$ cat config.mk
export PLATFORM = sky130hd
export DESIGN_NAME = pfc_host
export DESIGN_NICKNAME = d
export VERILOG_FILES = /design/src/design/pfc_pkg.sv /design/src/design/pfc_host.sv /design/src/design/pfc_strobe_timer.sv /design/src/design/pfc_seq_rom.sv
export VERILOG_INCLUDE_DIRS = /design/src /design/src/design
export SDC_FILE = /design/constraint.sdc
export NUM_CORES = 1
export LEC_CHECK = 0
export BUFFER_PORTS_ARGS = -buffer_cell sky130_fd_sc_hd__buf_2
export CAP_MARGIN = 10
export CORE_AREA = 2 2 137 139
export CTS_CLUSTER_SIZE = 24
export DETAILED_ROUTE_END_ITERATION = 16
export DIE_AREA = 0 0 139 141
export GPL_TIMING_DRIVEN = 0
export SYNTH_ARGS = -nofsm -noshare
export SYNTH_HDL_FRONTEND = slang
export SYNTH_SLANG_ARGS = --single-unit
$ cat constraint.sdc
create_clock -name clock -period 3.75 [get_ports clock]
set_input_delay 0.1875 -clock clock [delete_from_list [all_inputs] [get_ports clock]]
set_output_delay 0.1875 -clock clock [all_outputs]
set_load 0.01 [all_outputs]
$ cat src/design/pfc_consts.svh
// command codes, unlock addresses and timing counts for the flash command host
// assumes a byte-wide parallel flash with 12 significant low address bits
`ifndef PFC_CONSTS_SVH
`define PFC_CONSTS_SVH
`define PFC_ADDR_UNLOCK1 12'hAAA
`define PFC_ADDR_UNLOCK2 12'h555
`define PFC_DATA_UNLOCK1 8'hAA
`define PFC_DATA_UNLOCK2 8'h55
`define PFC_CMD_RESET 8'hF0
`define PFC_CMD_AUTOSEL 8'h90
`define PFC_CMD_PROGRAM 8'hA0
`define PFC_CMD_ERASE 8'h80
`define PFC_CMD_CHIP 8'h10
`define PFC_CMD_SECTOR 8'h30
`define PFC_CMD_BYPASS 8'h20
`define PFC_CMD_BUF_LOAD 8'h25
`define PFC_CMD_BUF_CONFIRM 8'h29
`define PFC_CMD_STAT_READ 8'h70
`define PFC_CMD_STAT_CLEAR 8'h71
`define PFC_CMD_EXIT_ZERO 8'h00
`define PFC_LOW_PROTECT 12'h004
`define PFC_LOW_SECURE 12'h006
`define PFC_LOW_MASK 12'hFFF
`define PFC_PROT_BIT 0
`define PFC_STROBE_NS 100
`define PFC_CLK_NS 50
`define PFC_STROBE_CYC ((`PFC_STROBE_NS + `PFC_CLK_NS - 1) / `PFC_CLK_NS)
`endif

$ cat src/design/pfc_pkg.sv
// types shared by the flash command host
// assumes nothing beyond the constants header
package pfc_pkg;
	typedef enum logic [3:0] {
		PFC_OP_READ = 4'h0,
		PFC_OP_RESET = 4'h1,
		PFC_OP_PROGRAM = 4'h2,
		PFC_OP_CHIP_ERASE = 4'h3,
		PFC_OP_SECTOR_ERASE = 4'h4,
		PFC_OP_PROTECT_VERIFY = 4'h5,
		PFC_OP_SECURE_VERIFY = 4'h6,
		PFC_OP_BUF_START = 4'h7,
		PFC_OP_BUF_WORD = 4'h8,
		PFC_OP_BUF_CONFIRM = 4'h9,
		PFC_OP_BUF_ABORT = 4'hA,
		PFC_OP_BYPASS_ENTER = 4'hB,
		PFC_OP_BYPASS_EXIT = 4'hC,
		PFC_OP_STAT_READ = 4'hD,
		PFC_OP_STAT_CLEAR = 4'hE
	} pfc_op_e;
	typedef logic [7:0] pfc_byte_t;
endpackage

$ cat src/design/pfc_host.sv
// host controller that drives command sequences into a byte-wide parallel flash
// assumes flash pins are sampled synchronously and the flash answers within the strobe time
`include "pfc_consts.svh"
module pfc_host import pfc_pkg::*; #(
	parameter int ADDR_W = 23,
	parameter int STROBE_CYCLES = `PFC_STROBE_CYC
) (
	input wire logic clock,
	input wire logic rst,
	input wire logic cmd_valid,
	input wire pfc_op_e cmd_op,
	input wire logic [ADDR_W-1:0] cmd_addr,
	input wire logic [7:0] cmd_data,
	input wire logic cmd_accel,
	output logic cmd_ready,
	output logic rsp_valid,
	output logic [7:0] rsp_data,
	output logic rsp_protected,
	output logic bypass_active,
	output logic flash_ce_n,
	output logic flash_oe_n,
	output logic flash_we_n,
	output logic flash_acc,
	output logic [ADDR_W-1:0] flash_addr,
	output logic [7:0] flash_dq_out,
	output logic flash_dq_oe,
	input wire logic [7:0] flash_dq_in
);
	typedef enum logic [3:0] {
		PFC_ST_IDLE = 4'b0001,
		PFC_ST_SETUP = 4'b0010,
		PFC_ST_STROBE = 4'b0100,
		PFC_ST_RECOVER = 4'b1000
	} pfc_state_e;
	pfc_state_e state_reg;
	pfc_state_e state_next;
	pfc_op_e op_reg;
	logic [ADDR_W-1:0] addr_reg;
	logic [7:0] data_reg;
	logic [2:0] step_reg;
	logic bypass_reg;
	logic timer_start;
	logic timer_done;
	logic [11:0] rom_addr;
	logic rom_user_hi;
	pfc_byte_t rom_data;
	logic rom_read;
	logic [2:0] rom_len;
	pfc_strobe_timer #(.CYCLES(STROBE_CYCLES)) u_timer (
		.clock(clock),
		.rst(rst),
		.start(timer_start),
		.done(timer_done)
	);
	pfc_seq_rom u_rom (
		.op(op_reg),
		.bypass(bypass_reg),
		.step(step_reg),
		.user_low(addr_reg[11:0]),
		.user_data(data_reg),
		.cyc_addr(rom_addr),
		.cyc_use_user_high(rom_user_hi),
		.cyc_data(rom_data),
		.cyc_read(rom_read),
		.cmd_len(rom_len)
	);
	// upper bits zero on fixed command addresses; flash ignores them anyway
	wire logic [ADDR_W-1:0] high_part = rom_user_hi ? addr_reg & ~ADDR_W'(`PFC_LOW_MASK)
		: {ADDR_W{1'b0}};
	wire logic [ADDR_W-1:0] cyc_full_addr = high_part | ADDR_W'(rom_addr);
	wire logic last_step = (step_reg == rom_len - 3'd1);
	wire logic accept = (state_reg == PFC_ST_IDLE) && cmd_valid;
	wire logic in_setup = (state_reg == PFC_ST_SETUP);
	wire logic in_strobe = (state_reg == PFC_ST_STROBE);
	wire logic in_recover = (state_reg == PFC_ST_RECOVER);
	wire logic seq_end = in_recover && timer_done && last_step;
	wire logic next_bypass = (op_reg == PFC_OP_BYPASS_ENTER) ? 1'b1
		: ((op_reg == PFC_OP_BYPASS_EXIT || op_reg == PFC_OP_RESET) ? 1'b0 : bypass_reg);
	assign timer_start = accept || (in_setup) || (in_strobe && timer_done)
		|| (in_recover && timer_done && !last_step);
	always_comb begin
		state_next = state_reg;
		case (state_reg)
			PFC_ST_IDLE: if (cmd_valid) state_next = PFC_ST_SETUP;
			PFC_ST_SETUP: state_next = PFC_ST_STROBE;
			PFC_ST_STROBE: if (timer_done) state_next = PFC_ST_RECOVER;
			PFC_ST_RECOVER: begin
				if (timer_done) state_next = last_step ? PFC_ST_IDLE : PFC_ST_SETUP;
			end
			default: state_next = PFC_ST_IDLE;
		endcase
	end
	always_ff @(posedge clock or posedge rst) begin
		if (rst) begin
			state_reg <= PFC_ST_IDLE;
			op_reg <= PFC_OP_READ;
			addr_reg <= '0;
			data_reg <= 8'h00;
			step_reg <= 3'd0;
			bypass_reg <= 1'b0;
		end else begin
			state_reg <= state_next;
			if (accept) begin
				op_reg <= cmd_op;
				addr_reg <= cmd_addr;
				data_reg <= cmd_data;
			end
			if (accept)
				step_reg <= 3'd0;
			else if (in_recover && timer_done && !last_step)
				step_reg <= step_reg + 3'd1;
			if (seq_end)
				bypass_reg <= next_bypass;
		end
	end
	// pins: address, data and strobe all driven from the setup phase, strobe held for the timer
	always_ff @(posedge clock or posedge rst) begin
		if (rst) begin
			flash_ce_n <= 1'b1;
			flash_oe_n <= 1'b1;
			flash_we_n <= 1'b1;
			flash_addr <= '0;
			flash_dq_out <= 8'h00;
			flash_dq_oe <= 1'b0;
		end else begin
			if (in_setup) begin
				flash_addr <= cyc_full_addr;
				flash_dq_out <= rom_data;
				flash_dq_oe <= !rom_read;
				flash_ce_n <= 1'b0;
				flash_oe_n <= !rom_read;
				flash_we_n <= rom_read;
			end else if (in_strobe && timer_done) begin
				flash_oe_n <= 1'b1;
				flash_we_n <= 1'b1;
			end else if (seq_end) begin
				flash_ce_n <= 1'b1;
				flash_dq_oe <= 1'b0;
			end
		end
	end
	// accel follows the user request and is held until the sequence ends
	always_ff @(posedge clock or posedge rst) begin
		if (rst) begin
			flash_acc <= 1'b0;
		end else if (accept) begin
			flash_acc <= cmd_accel;
		end else if (seq_end) begin
			flash_acc <= 1'b0;
		end
	end
	// read data captured at the end of the strobe, before output enable rises
	always_ff @(posedge clock or posedge rst) begin
		if (rst) begin
			rsp_valid <= 1'b0;
			rsp_data <= 8'h00;
			rsp_protected <= 1'b0;
			cmd_ready <= 1'b0;
			bypass_active <= 1'b0;
		end else begin
			rsp_valid <= seq_end;
			cmd_ready <= (state_next == PFC_ST_IDLE) && !accept;
			bypass_active <= seq_end ? next_bypass : bypass_reg;
			if (in_strobe && timer_done && !flash_oe_n) begin
				rsp_data <= flash_dq_in;
				rsp_protected <= !flash_dq_in[`PFC_PROT_BIT];
			end
		end
	end
endmodule // pfc_host

$ cat src/design/pfc_strobe_timer.sv
// cycle counter that spaces each bus strobe phase
// assumes nothing of start timing: a start while counting, as in the host's setup phase, reloads the count
`include "pfc_consts.svh"
module pfc_strobe_timer import pfc_pkg::*; #(
	parameter int CYCLES = `PFC_STROBE_CYC
) (
	input wire logic clock,
	input wire logic rst,
	input wire logic start,
	output logic done
);
	logic [7:0] count_reg;
	logic [7:0] count_next;
	logic running_reg;
	wire logic last = running_reg && (count_reg == 8'h01);
	assign count_next = start ? CYCLES[7:0] : (running_reg ? count_reg - 8'h01 : count_reg);
	always_ff @(posedge clock or posedge rst) begin
		if (rst) begin
			count_reg <= 8'h00;
			running_reg <= 1'b0;
			done <= 1'b0;
		end else begin
			count_reg <= count_next;
			running_reg <= start | (running_reg & ~last);
			done <= last;
		end
	end
endmodule // pfc_strobe_timer

$ cat src/design/pfc_seq_rom.sv
// command sequence table: cycle address, data and read flag per operation
// assumes step counts from zero and cmd_len gives the steps of an operation
`include "pfc_consts.svh"
module pfc_seq_rom import pfc_pkg::*; (
	input wire pfc_op_e op,
	input wire logic bypass,
	input wire logic [2:0] step,
	input wire logic [11:0] user_low,
	input wire logic [7:0] user_data,
	output logic [11:0] cyc_addr,
	output logic cyc_use_user_high,
	output pfc_byte_t cyc_data,
	output logic cyc_read,
	output logic [2:0] cmd_len
);
	function automatic logic [20:0] unlock_step(input logic [2:0] s, input pfc_byte_t third);
		case (s)
			3'd0: unlock_step = {`PFC_ADDR_UNLOCK1, `PFC_DATA_UNLOCK1, 1'b0};
			3'd1: unlock_step = {`PFC_ADDR_UNLOCK2, `PFC_DATA_UNLOCK2, 1'b0};
			default: unlock_step = {`PFC_ADDR_UNLOCK1, third, 1'b0};
		endcase
	endfunction
	logic [20:0] row;
	logic user_hi;
	logic [2:0] len;
	always_comb begin
		row = {12'h000, 8'h00, 1'b1};
		user_hi = 1'b0;
		len = 3'd1;
		case (op)
			PFC_OP_READ: begin
				row = {user_low, 8'h00, 1'b1};
				user_hi = 1'b1;
			end
			PFC_OP_RESET: row = {`PFC_ADDR_UNLOCK1, `PFC_CMD_RESET, 1'b0};
			PFC_OP_PROGRAM: begin
				len = bypass ? 3'd2 : 3'd4;
				if (step == len - 3'd1) begin
					row = {user_low, user_data, 1'b0};
					user_hi = 1'b1;
				end else if (bypass)
					row = {`PFC_ADDR_UNLOCK1, `PFC_CMD_PROGRAM, 1'b0};
				else
					row = unlock_step(step, `PFC_CMD_PROGRAM);
			end
			PFC_OP_CHIP_ERASE, PFC_OP_SECTOR_ERASE: begin
				len = bypass ? 3'd2 : 3'd6;
				if (step == len - 3'd1) begin
					if (op == PFC_OP_CHIP_ERASE)
						row = {`PFC_ADDR_UNLOCK1, `PFC_CMD_CHIP, 1'b0};
					else begin
						row = {user_low, `PFC_CMD_SECTOR, 1'b0};
						user_hi = 1'b1;
					end
				end else if (bypass || step == 3'd2)
					row = {`PFC_ADDR_UNLOCK1, `PFC_CMD_ERASE, 1'b0};
				else
					// second unlock pair repeats AA then 55 at steps three and four
					row = unlock_step((step == 3'd1 || step == 3'd4) ? 3'd1 : 3'd0, 8'h00);
			end
			PFC_OP_PROTECT_VERIFY, PFC_OP_SECURE_VERIFY: begin
				len = 3'd4;
				if (step == 3'd3) begin
					row = {(op == PFC_OP_PROTECT_VERIFY) ? `PFC_LOW_PROTECT : `PFC_LOW_SECURE,
						8'h00, 1'b1};
					user_hi = (op == PFC_OP_PROTECT_VERIFY);
				end else
					row = unlock_step(step, `PFC_CMD_AUTOSEL);
			end
			PFC_OP_BUF_START: begin
				len = bypass ? 3'd2 : 3'd4;
				user_hi = (step >= len - 3'd2);
				if (step == len - 3'd1)
					row = {user_low, user_data, 1'b0};
				else if (step == len - 3'd2)
					row = {user_low, `PFC_CMD_BUF_LOAD, 1'b0};
				else
					row = unlock_step(step, 8'h00);
			end
			PFC_OP_BUF_WORD: begin
				row = {user_low, user_data, 1'b0};
				user_hi = 1'b1;
			end
			PFC_OP_BUF_CONFIRM: begin
				row = {user_low, `PFC_CMD_BUF_CONFIRM, 1'b0};
				user_hi = 1'b1;
			end
			PFC_OP_BUF_ABORT: begin
				len = 3'd3;
				row = unlock_step(step, `PFC_CMD_RESET);
			end
			PFC_OP_BYPASS_ENTER: begin
				len = 3'd3;
				row = unlock_step(step, `PFC_CMD_BYPASS);
			end
			PFC_OP_BYPASS_EXIT: begin
				len = 3'd2;
				row = {`PFC_ADDR_UNLOCK1, (step == 3'd0) ? `PFC_CMD_AUTOSEL
					: `PFC_CMD_EXIT_ZERO, 1'b0};
			end
			PFC_OP_STAT_READ: begin
				len = 3'd2;
				row = (step == 3'd0) ? {`PFC_ADDR_UNLOCK1, `PFC_CMD_STAT_READ, 1'b0}
					: {`PFC_ADDR_UNLOCK1, 8'h00, 1'b1};
			end
			PFC_OP_STAT_CLEAR: row = {`PFC_ADDR_UNLOCK1, `PFC_CMD_STAT_CLEAR, 1'b0};
			default: row = {`PFC_ADDR_UNLOCK1, `PFC_CMD_RESET, 1'b0};
		endcase
	end
	assign cyc_addr = row[20:9];
	assign cyc_data = row[8:1];
	assign cyc_read = row[0];
	assign cyc_use_user_high = user_hi;
	assign cmd_len = len;
endmodule // pfc_seq_rom

# ---- After elaboration in Yosys (flattened, before gate mapping)
# Cells that the tools add are included.
dict set report op_classes {
  addsub 6
  n_lt_le_gt_ge 1
  n_eq_ne 30
  muxes 49
  n_bitwise 4
  reduce_logical 36
}
# operator n
set op_table {}
lappend op_table {{21-bit one-hot mux with 12 select lines} 1}
lappend op_table {{21-bit one-hot mux with 2 select lines} 6}
lappend op_table {{21-bit 2-to-1 mux} 8}
lappend op_table {{4-bit == test (second input constant)} 8}
lappend op_table {{8-bit 2-to-1 mux} 4}
lappend op_table {{23-bit 2-to-1 mux} 1}
lappend op_table {{23-bit by 12-bit bitwise OR with 23-bit output} 1}
lappend op_table {{4-bit by 3-bit == test with 1-bit output (second input constant)} 5}
lappend op_table {{1-bit 2-to-1 mux} 17}
lappend op_table {{4-bit one-hot mux with 4 select lines} 1}
lappend op_table {{3-bit one-hot mux with 5 select lines} 1}
lappend op_table {{3-bit == test} 4}
lappend op_table {{4-bit by 1-bit == test with 1-bit output (second input constant)} 3}
lappend op_table {{4-bit by 2-bit == test with 1-bit output (second input constant)} 3}
lappend op_table {{3-bit 2-to-1 mux} 4}
lappend op_table {{4-bit 2-to-1 mux} 3}
lappend op_table {{2-bit nonzero test} 6}
lappend op_table {{2-bit OR reduction} 5}
lappend op_table {{3-bit by 1-bit subtractor with 3-bit output (second input constant)} 3}
lappend op_table {{8-bit by 1-bit == test with 1-bit output (second input constant)} 1}
lappend op_table {{1-bit logical AND} 8}
lappend op_table {{8-bit by 1-bit subtractor with 8-bit output (second input constant)} 1}
lappend op_table {{3-bit by 1-bit == test with 1-bit output (second input constant)} 2}
lappend op_table {{3-bit by 2-bit == test with 1-bit output (second input constant)} 2}
lappend op_table {{other kinds (16)} 28}
dict set report totals {
  regBits 100
  input_bits 47
  output_inout_bits 48
  word_cells 146
}

# ---- Logic depth before layout (Yosys ltp)
dict set report logic_depth {
  depth_word 10
  ltp_mapped 12
  depth_no_buf 10
}

# ---- By module
# From an unflattened synthesis, not the netlist that was laid out.
dict set report unflattened {
  hier_cells 645
  hier_area_um2 5626.6
}
# mod n_inst cells_each area_per_inst_um2
set by_module_without_submodules {}
lappend by_module_without_submodules {pfc_host 1 340 3602.2}
lappend by_module_without_submodules {pfc_seq_rom 1 256 1519.0}
lappend by_module_without_submodules {pfc_strobe_timer 1 49 505.5}

# ---- Worst setup path before layout
# Ideal clock, no wire load.
dict set report synth_timing {
  path_kind {register -> register}
  startpoint {register op_reg[3]}
  endpoint {register u_timer.count_reg[1]}
  setup_ps 139
  arrival_ps 3066
  slack_ps 545
  stages_incl_launch_ff 13
  cell_sequence {dfrtp_1 -> clkbuf_1 -> buf_1 -> clkbuf_1 -> o21ai_0 -> a221oi_1 -> a31oi_1 -> ha_1 -> xnor2_1 -> xnor2_1 -> o31a_1 -> buf_2 -> or4_1}
}
dict set report synth_via {
  elab_chain_len 9
  elab_cells_between_ends 23
  cone_classes {1 x add/sub; 11 x eq/ne; 2 x mux; 9 x reduce/logical}
}
# element line
set synth_rtl {}
lappend synth_rtl {{start, declared} pfc_host.sv:37} ;# pfc_op_e op_reg;
lappend synth_rtl {{start signal, assigned} pfc_host.sv:104} ;# op_reg <= cmd_op;
lappend synth_rtl {{4-bit == test, or another cell as far along} pfc_seq_rom.sv:30} ;# case (op)
lappend synth_rtl {{2-bit OR reduction (on tied branches)} -}
lappend synth_rtl {{3-bit one-hot mux with 5 select lines *} pfc_seq_rom.sv:30}
lappend synth_rtl {{3-bit by 1-bit subtractor with 3-bit output *} pfc_host.sv:71} ;# wire logic last_step = (step_reg == rom_len - 3'd1);
lappend synth_rtl {{3-bit == test *} pfc_host.sv:71}
lappend synth_rtl {{1-bit logical NOT *} pfc_host.sv:80} ;# || (in_recover && timer_done && !last_step);
lappend synth_rtl {{1-bit logical AND *} pfc_host.sv:80}
lappend synth_rtl {{1-bit logical OR *} pfc_host.sv:80}
lappend synth_rtl {{8-bit 2-to-1 mux / 2-bit nonzero test (equally long branches)} -}
lappend synth_rtl {{end signal, assigned} pfc_strobe_timer.sv:23} ;# count_reg <= count_next;
lappend synth_rtl {{end, declared} pfc_strobe_timer.sv:12} ;# logic [7:0] count_reg;
# Mark *: on every way between the ends. The rest lies on a longest branch, timed or not.
# A chain may end at the register's enable or synchronous reset.

# ---- Worst setup path in the final report
# Ends and elaborated chain as after synthesis.

==> metrics.md <==
| Metric | Value |
|---|---|
| Vias/cell | 5.084 |
| Clk slew on worst S/H paths | 0.07 ns |
| Initial Utilization | 28.32% |
| GR Overflow Total | 0 |
| LEAKAGE | about 2.9 nW |
| Number of post-CTS setup repair buffers | 0 |
| Post-synthesis register bit count | 100 |
| Synth area leader | dfrtp_1 |
| GRT Total Usage | between 10% and 20% |
| Port bufs | between 90 and 100 |
| Share of layout cells above drive strength 1 | between 20% and 30% |
| DR pass1 iterations | 5 |
| Die H | between 100 and 150 um |
| Synth Net Count | around 630 |
| Tmin final | approximately 3.5 ns |
| Final worst slack | between 0.2 and 0.3 ns |
| Synth Warn # | 0 |
| Clk_skew | around 0.0087 ns |
| Ranking of synthesized cells by area | dfrtp_1 46%, nand2_1 10%, o21ai_0 3.2% |
| Setup repair after global routing missed its margin | no |
| Seq/Total Area, Yosys | 48.46% |
| Rows | 50 |
| Clk buf depth | 2 |
| Fin. max-slew vios | 0 |
| Core Region | ~18000 um2 |
| Routed Antenna Nets | 0 |
| Crit Path Max Fanout | 10 |
| Crit Path Category | reg2reg |
| Synth top area share | a little under half |
| Vias | 4698 |
| Startpoint Class | flip-flop |
| CTS tree | done |
| EDFF count, synth | 0 |
| Hold Path Class | in2reg |
| Placement Cell Area | about 6000 um2 |
| Vias in the first global route | between 4k and 5k |
| Final cycle utilization of the critical path | between 90% and 100% |
| Final Hold Viols | 0 |
| Least-Margin Pin Slew | around 1.1 ns |
| Async set-or-reset flop fraction in the synthesized netlist | 100.0% |
| WL per Instance | between 15 and 20 um |
| Max Fclk | approximately 290 MHz |
| Die Wd | roughly 140 um |
| Clk_lat worst skew | 0.36 ns |
| P per Cell Area | 776.4 nW/um2 |
| Max Cap Violations | 0 |
| CTS Buf Count | 9 |
| GPL Wtd Cong | between 1 and 1.5 |
| WP data arrival | around 3.7 ns |
| Syn_area_per_cell | approximately 9.0 um2 |
| Power Total | 4.863 mW |
| Detail Placement HPWL | roughly 11000 um |
| Most common flop cell mapped by yosys | dfrtp_1 |
| Element type at the critical path end | flip-flop |
| Synthesized cell area | 5174 um2 |
| Antenna violations before repair | 0 |
| Largest net degree at the start of global routing | 70 |
| Distinct cells, synth | 61 |
| Global-route wire length before repair | around 25000 um |
| P&R area growth vs syn | 21.06% |
| H-tree Lvls | 3 |
| Antenna cells | 0 |
| Relative slew margins | 24.20% |
| Final instance area | 6264 um2 |
| Util after Layout | between 30% and 40% |
| Final Setup Violations | 0 |
| Peak VDD IR | about 0.36 mV |
| Drt drc | 0 |
| Clock Sinks | 100 |
| Fillers | around 2k |
| Dpl ws | -0.1556 ns |
| Io pins | 95 |
| WL final | 15370 um |
| Fin nets | between 700 and 800 |
| CP required | 3.98 ns |
| Root Buffer | clkbuf_16 |
| Status | completed |
| Full die area | between 15000 and 20000 um2 |
| Violation count after the first detailed-routing iteration | 364 |
| Synth Instances | between 500 and 600 |
## cells in the final DEF, fill, tap and decap left out, drive strengths merged, types with 11 or more instances in the layout
cell type and count:
nand2 142, buf 103, dfrtp 96, nor2 42, clkbuf 39, o21ai 34
a21oi 23, inv 15, a22o 12, nor4 11
## final timing paths
kind	from	endpoint	slack [ns]	cells past startpoint
setup / recovery	op_reg[3]$_DFFE_PP0P_	u_timer.count_reg[1]$_DFFE_PP0P_	0.25	12
hold / removal	cmd_addr[18]	addr_reg[18]$_DFFE_PP0P_	0.01	3
setup reg to reg	op_reg[3]$_DFFE_PP0P_	u_timer.count_reg[1]$_DFFE_PP0P_	0.25	12
hold reg to reg	addr_reg[2]$_DFFE_PP0P_	addr_reg[2]$_DFFE_PP0P_	0.47	2
max in group asynchronous	rst	flash_ce_n$_DFFE_PP1P_	2.62	4
min in group asynchronous	rst	addr_reg[11]$_DFFE_PP0P_	0.41	3
## synth_stat cells (all sizes together) (7+ instances only)
cell type    n
a31oi        9
a21oi       23
nor3         9
nor4        11
clkbuf      30
o21ai       34
xnor2        7
nand2      142
nand3       10
buf          8
ha           9
nor2        42
dfrtp       96
inv         11
o211ai       7
nand2b       7
mux2         9
a22o        12
nor2b        9
## kinds of logic after synthesis
logic type	share of synthesized area, %
simple gates	24.21
mux	2.926
xor+xnor	2.201
flops	48.46
compound gates	16.15
fa+ha+maj	2.177
buf+inv	3.869
## per-stage QoR
stage | instances | hold slack, ns | setup TNS [ns]
3_5_place_dp | 907 | 0.2439 | -0.2971
4_1_cts | 924 | 0.001516 | 0
3_3_place_gp | 906 | 0.3787 | -42.24
2_1_floorplan | 578 | 0.2773 | 0
6_report | 924 | 0.01054 | 0
5_1_grt | 924 | 0.006820 | 0
## critical path: stages, from the launching register on
cell and delay (ns):
dfrtp_1 0.44, clkbuf_2 0.25, buf_2 0.27, clkbuf_2 0.31, o21ai_0 0.12, a221oi_1 0.27, a31oi_1 0.07, ha_1 0.22
xnor2_1 0.22, xnor2_1 0.21, o31a_1 0.29, buf_2 0.18, or4_1 0.50
## area by class of cell
class                   count  area, um2  area share [%]
flip-flops and latches    100       2507           40.03
multi-input cells         428       2466           39.37
repair buffers             96      508.0           8.110
well taps                 234      292.8           4.674
clock buffers               9      225.2           3.596
plain buffers              38      160.2           2.557
clock inverters             7      56.30          0.8989
inverters                  12      47.55          0.7591
## report_power, final
group          leakage, nW  total [mW]  switching, mW  internal [mW]
sequential            1.24        1.77          0.256           1.51
clock                0.142       0.906          0.445          0.461
combinational         1.55        2.19           1.38          0.811
## repair_timing
item | 4_1_cts | 5_1_grt
gates cloned | 0 | 0
hold buffers | 1 | 0
hold endpoints to repair | 30 | 0
resized for setup | 2 | 4
endpoints found under the setup margin | 5 | 2
## layer usage
metal	wire (um)	vias to the layer above	GRT usage, %
met5	0	-	0
met4	406	0	6.805
met3	947	26	2.582
met2	7033	196	24.73
met1	6981	2237	21.66
li1	-	2239	-
No activity file was read; power rests on OpenSTA's default activity.
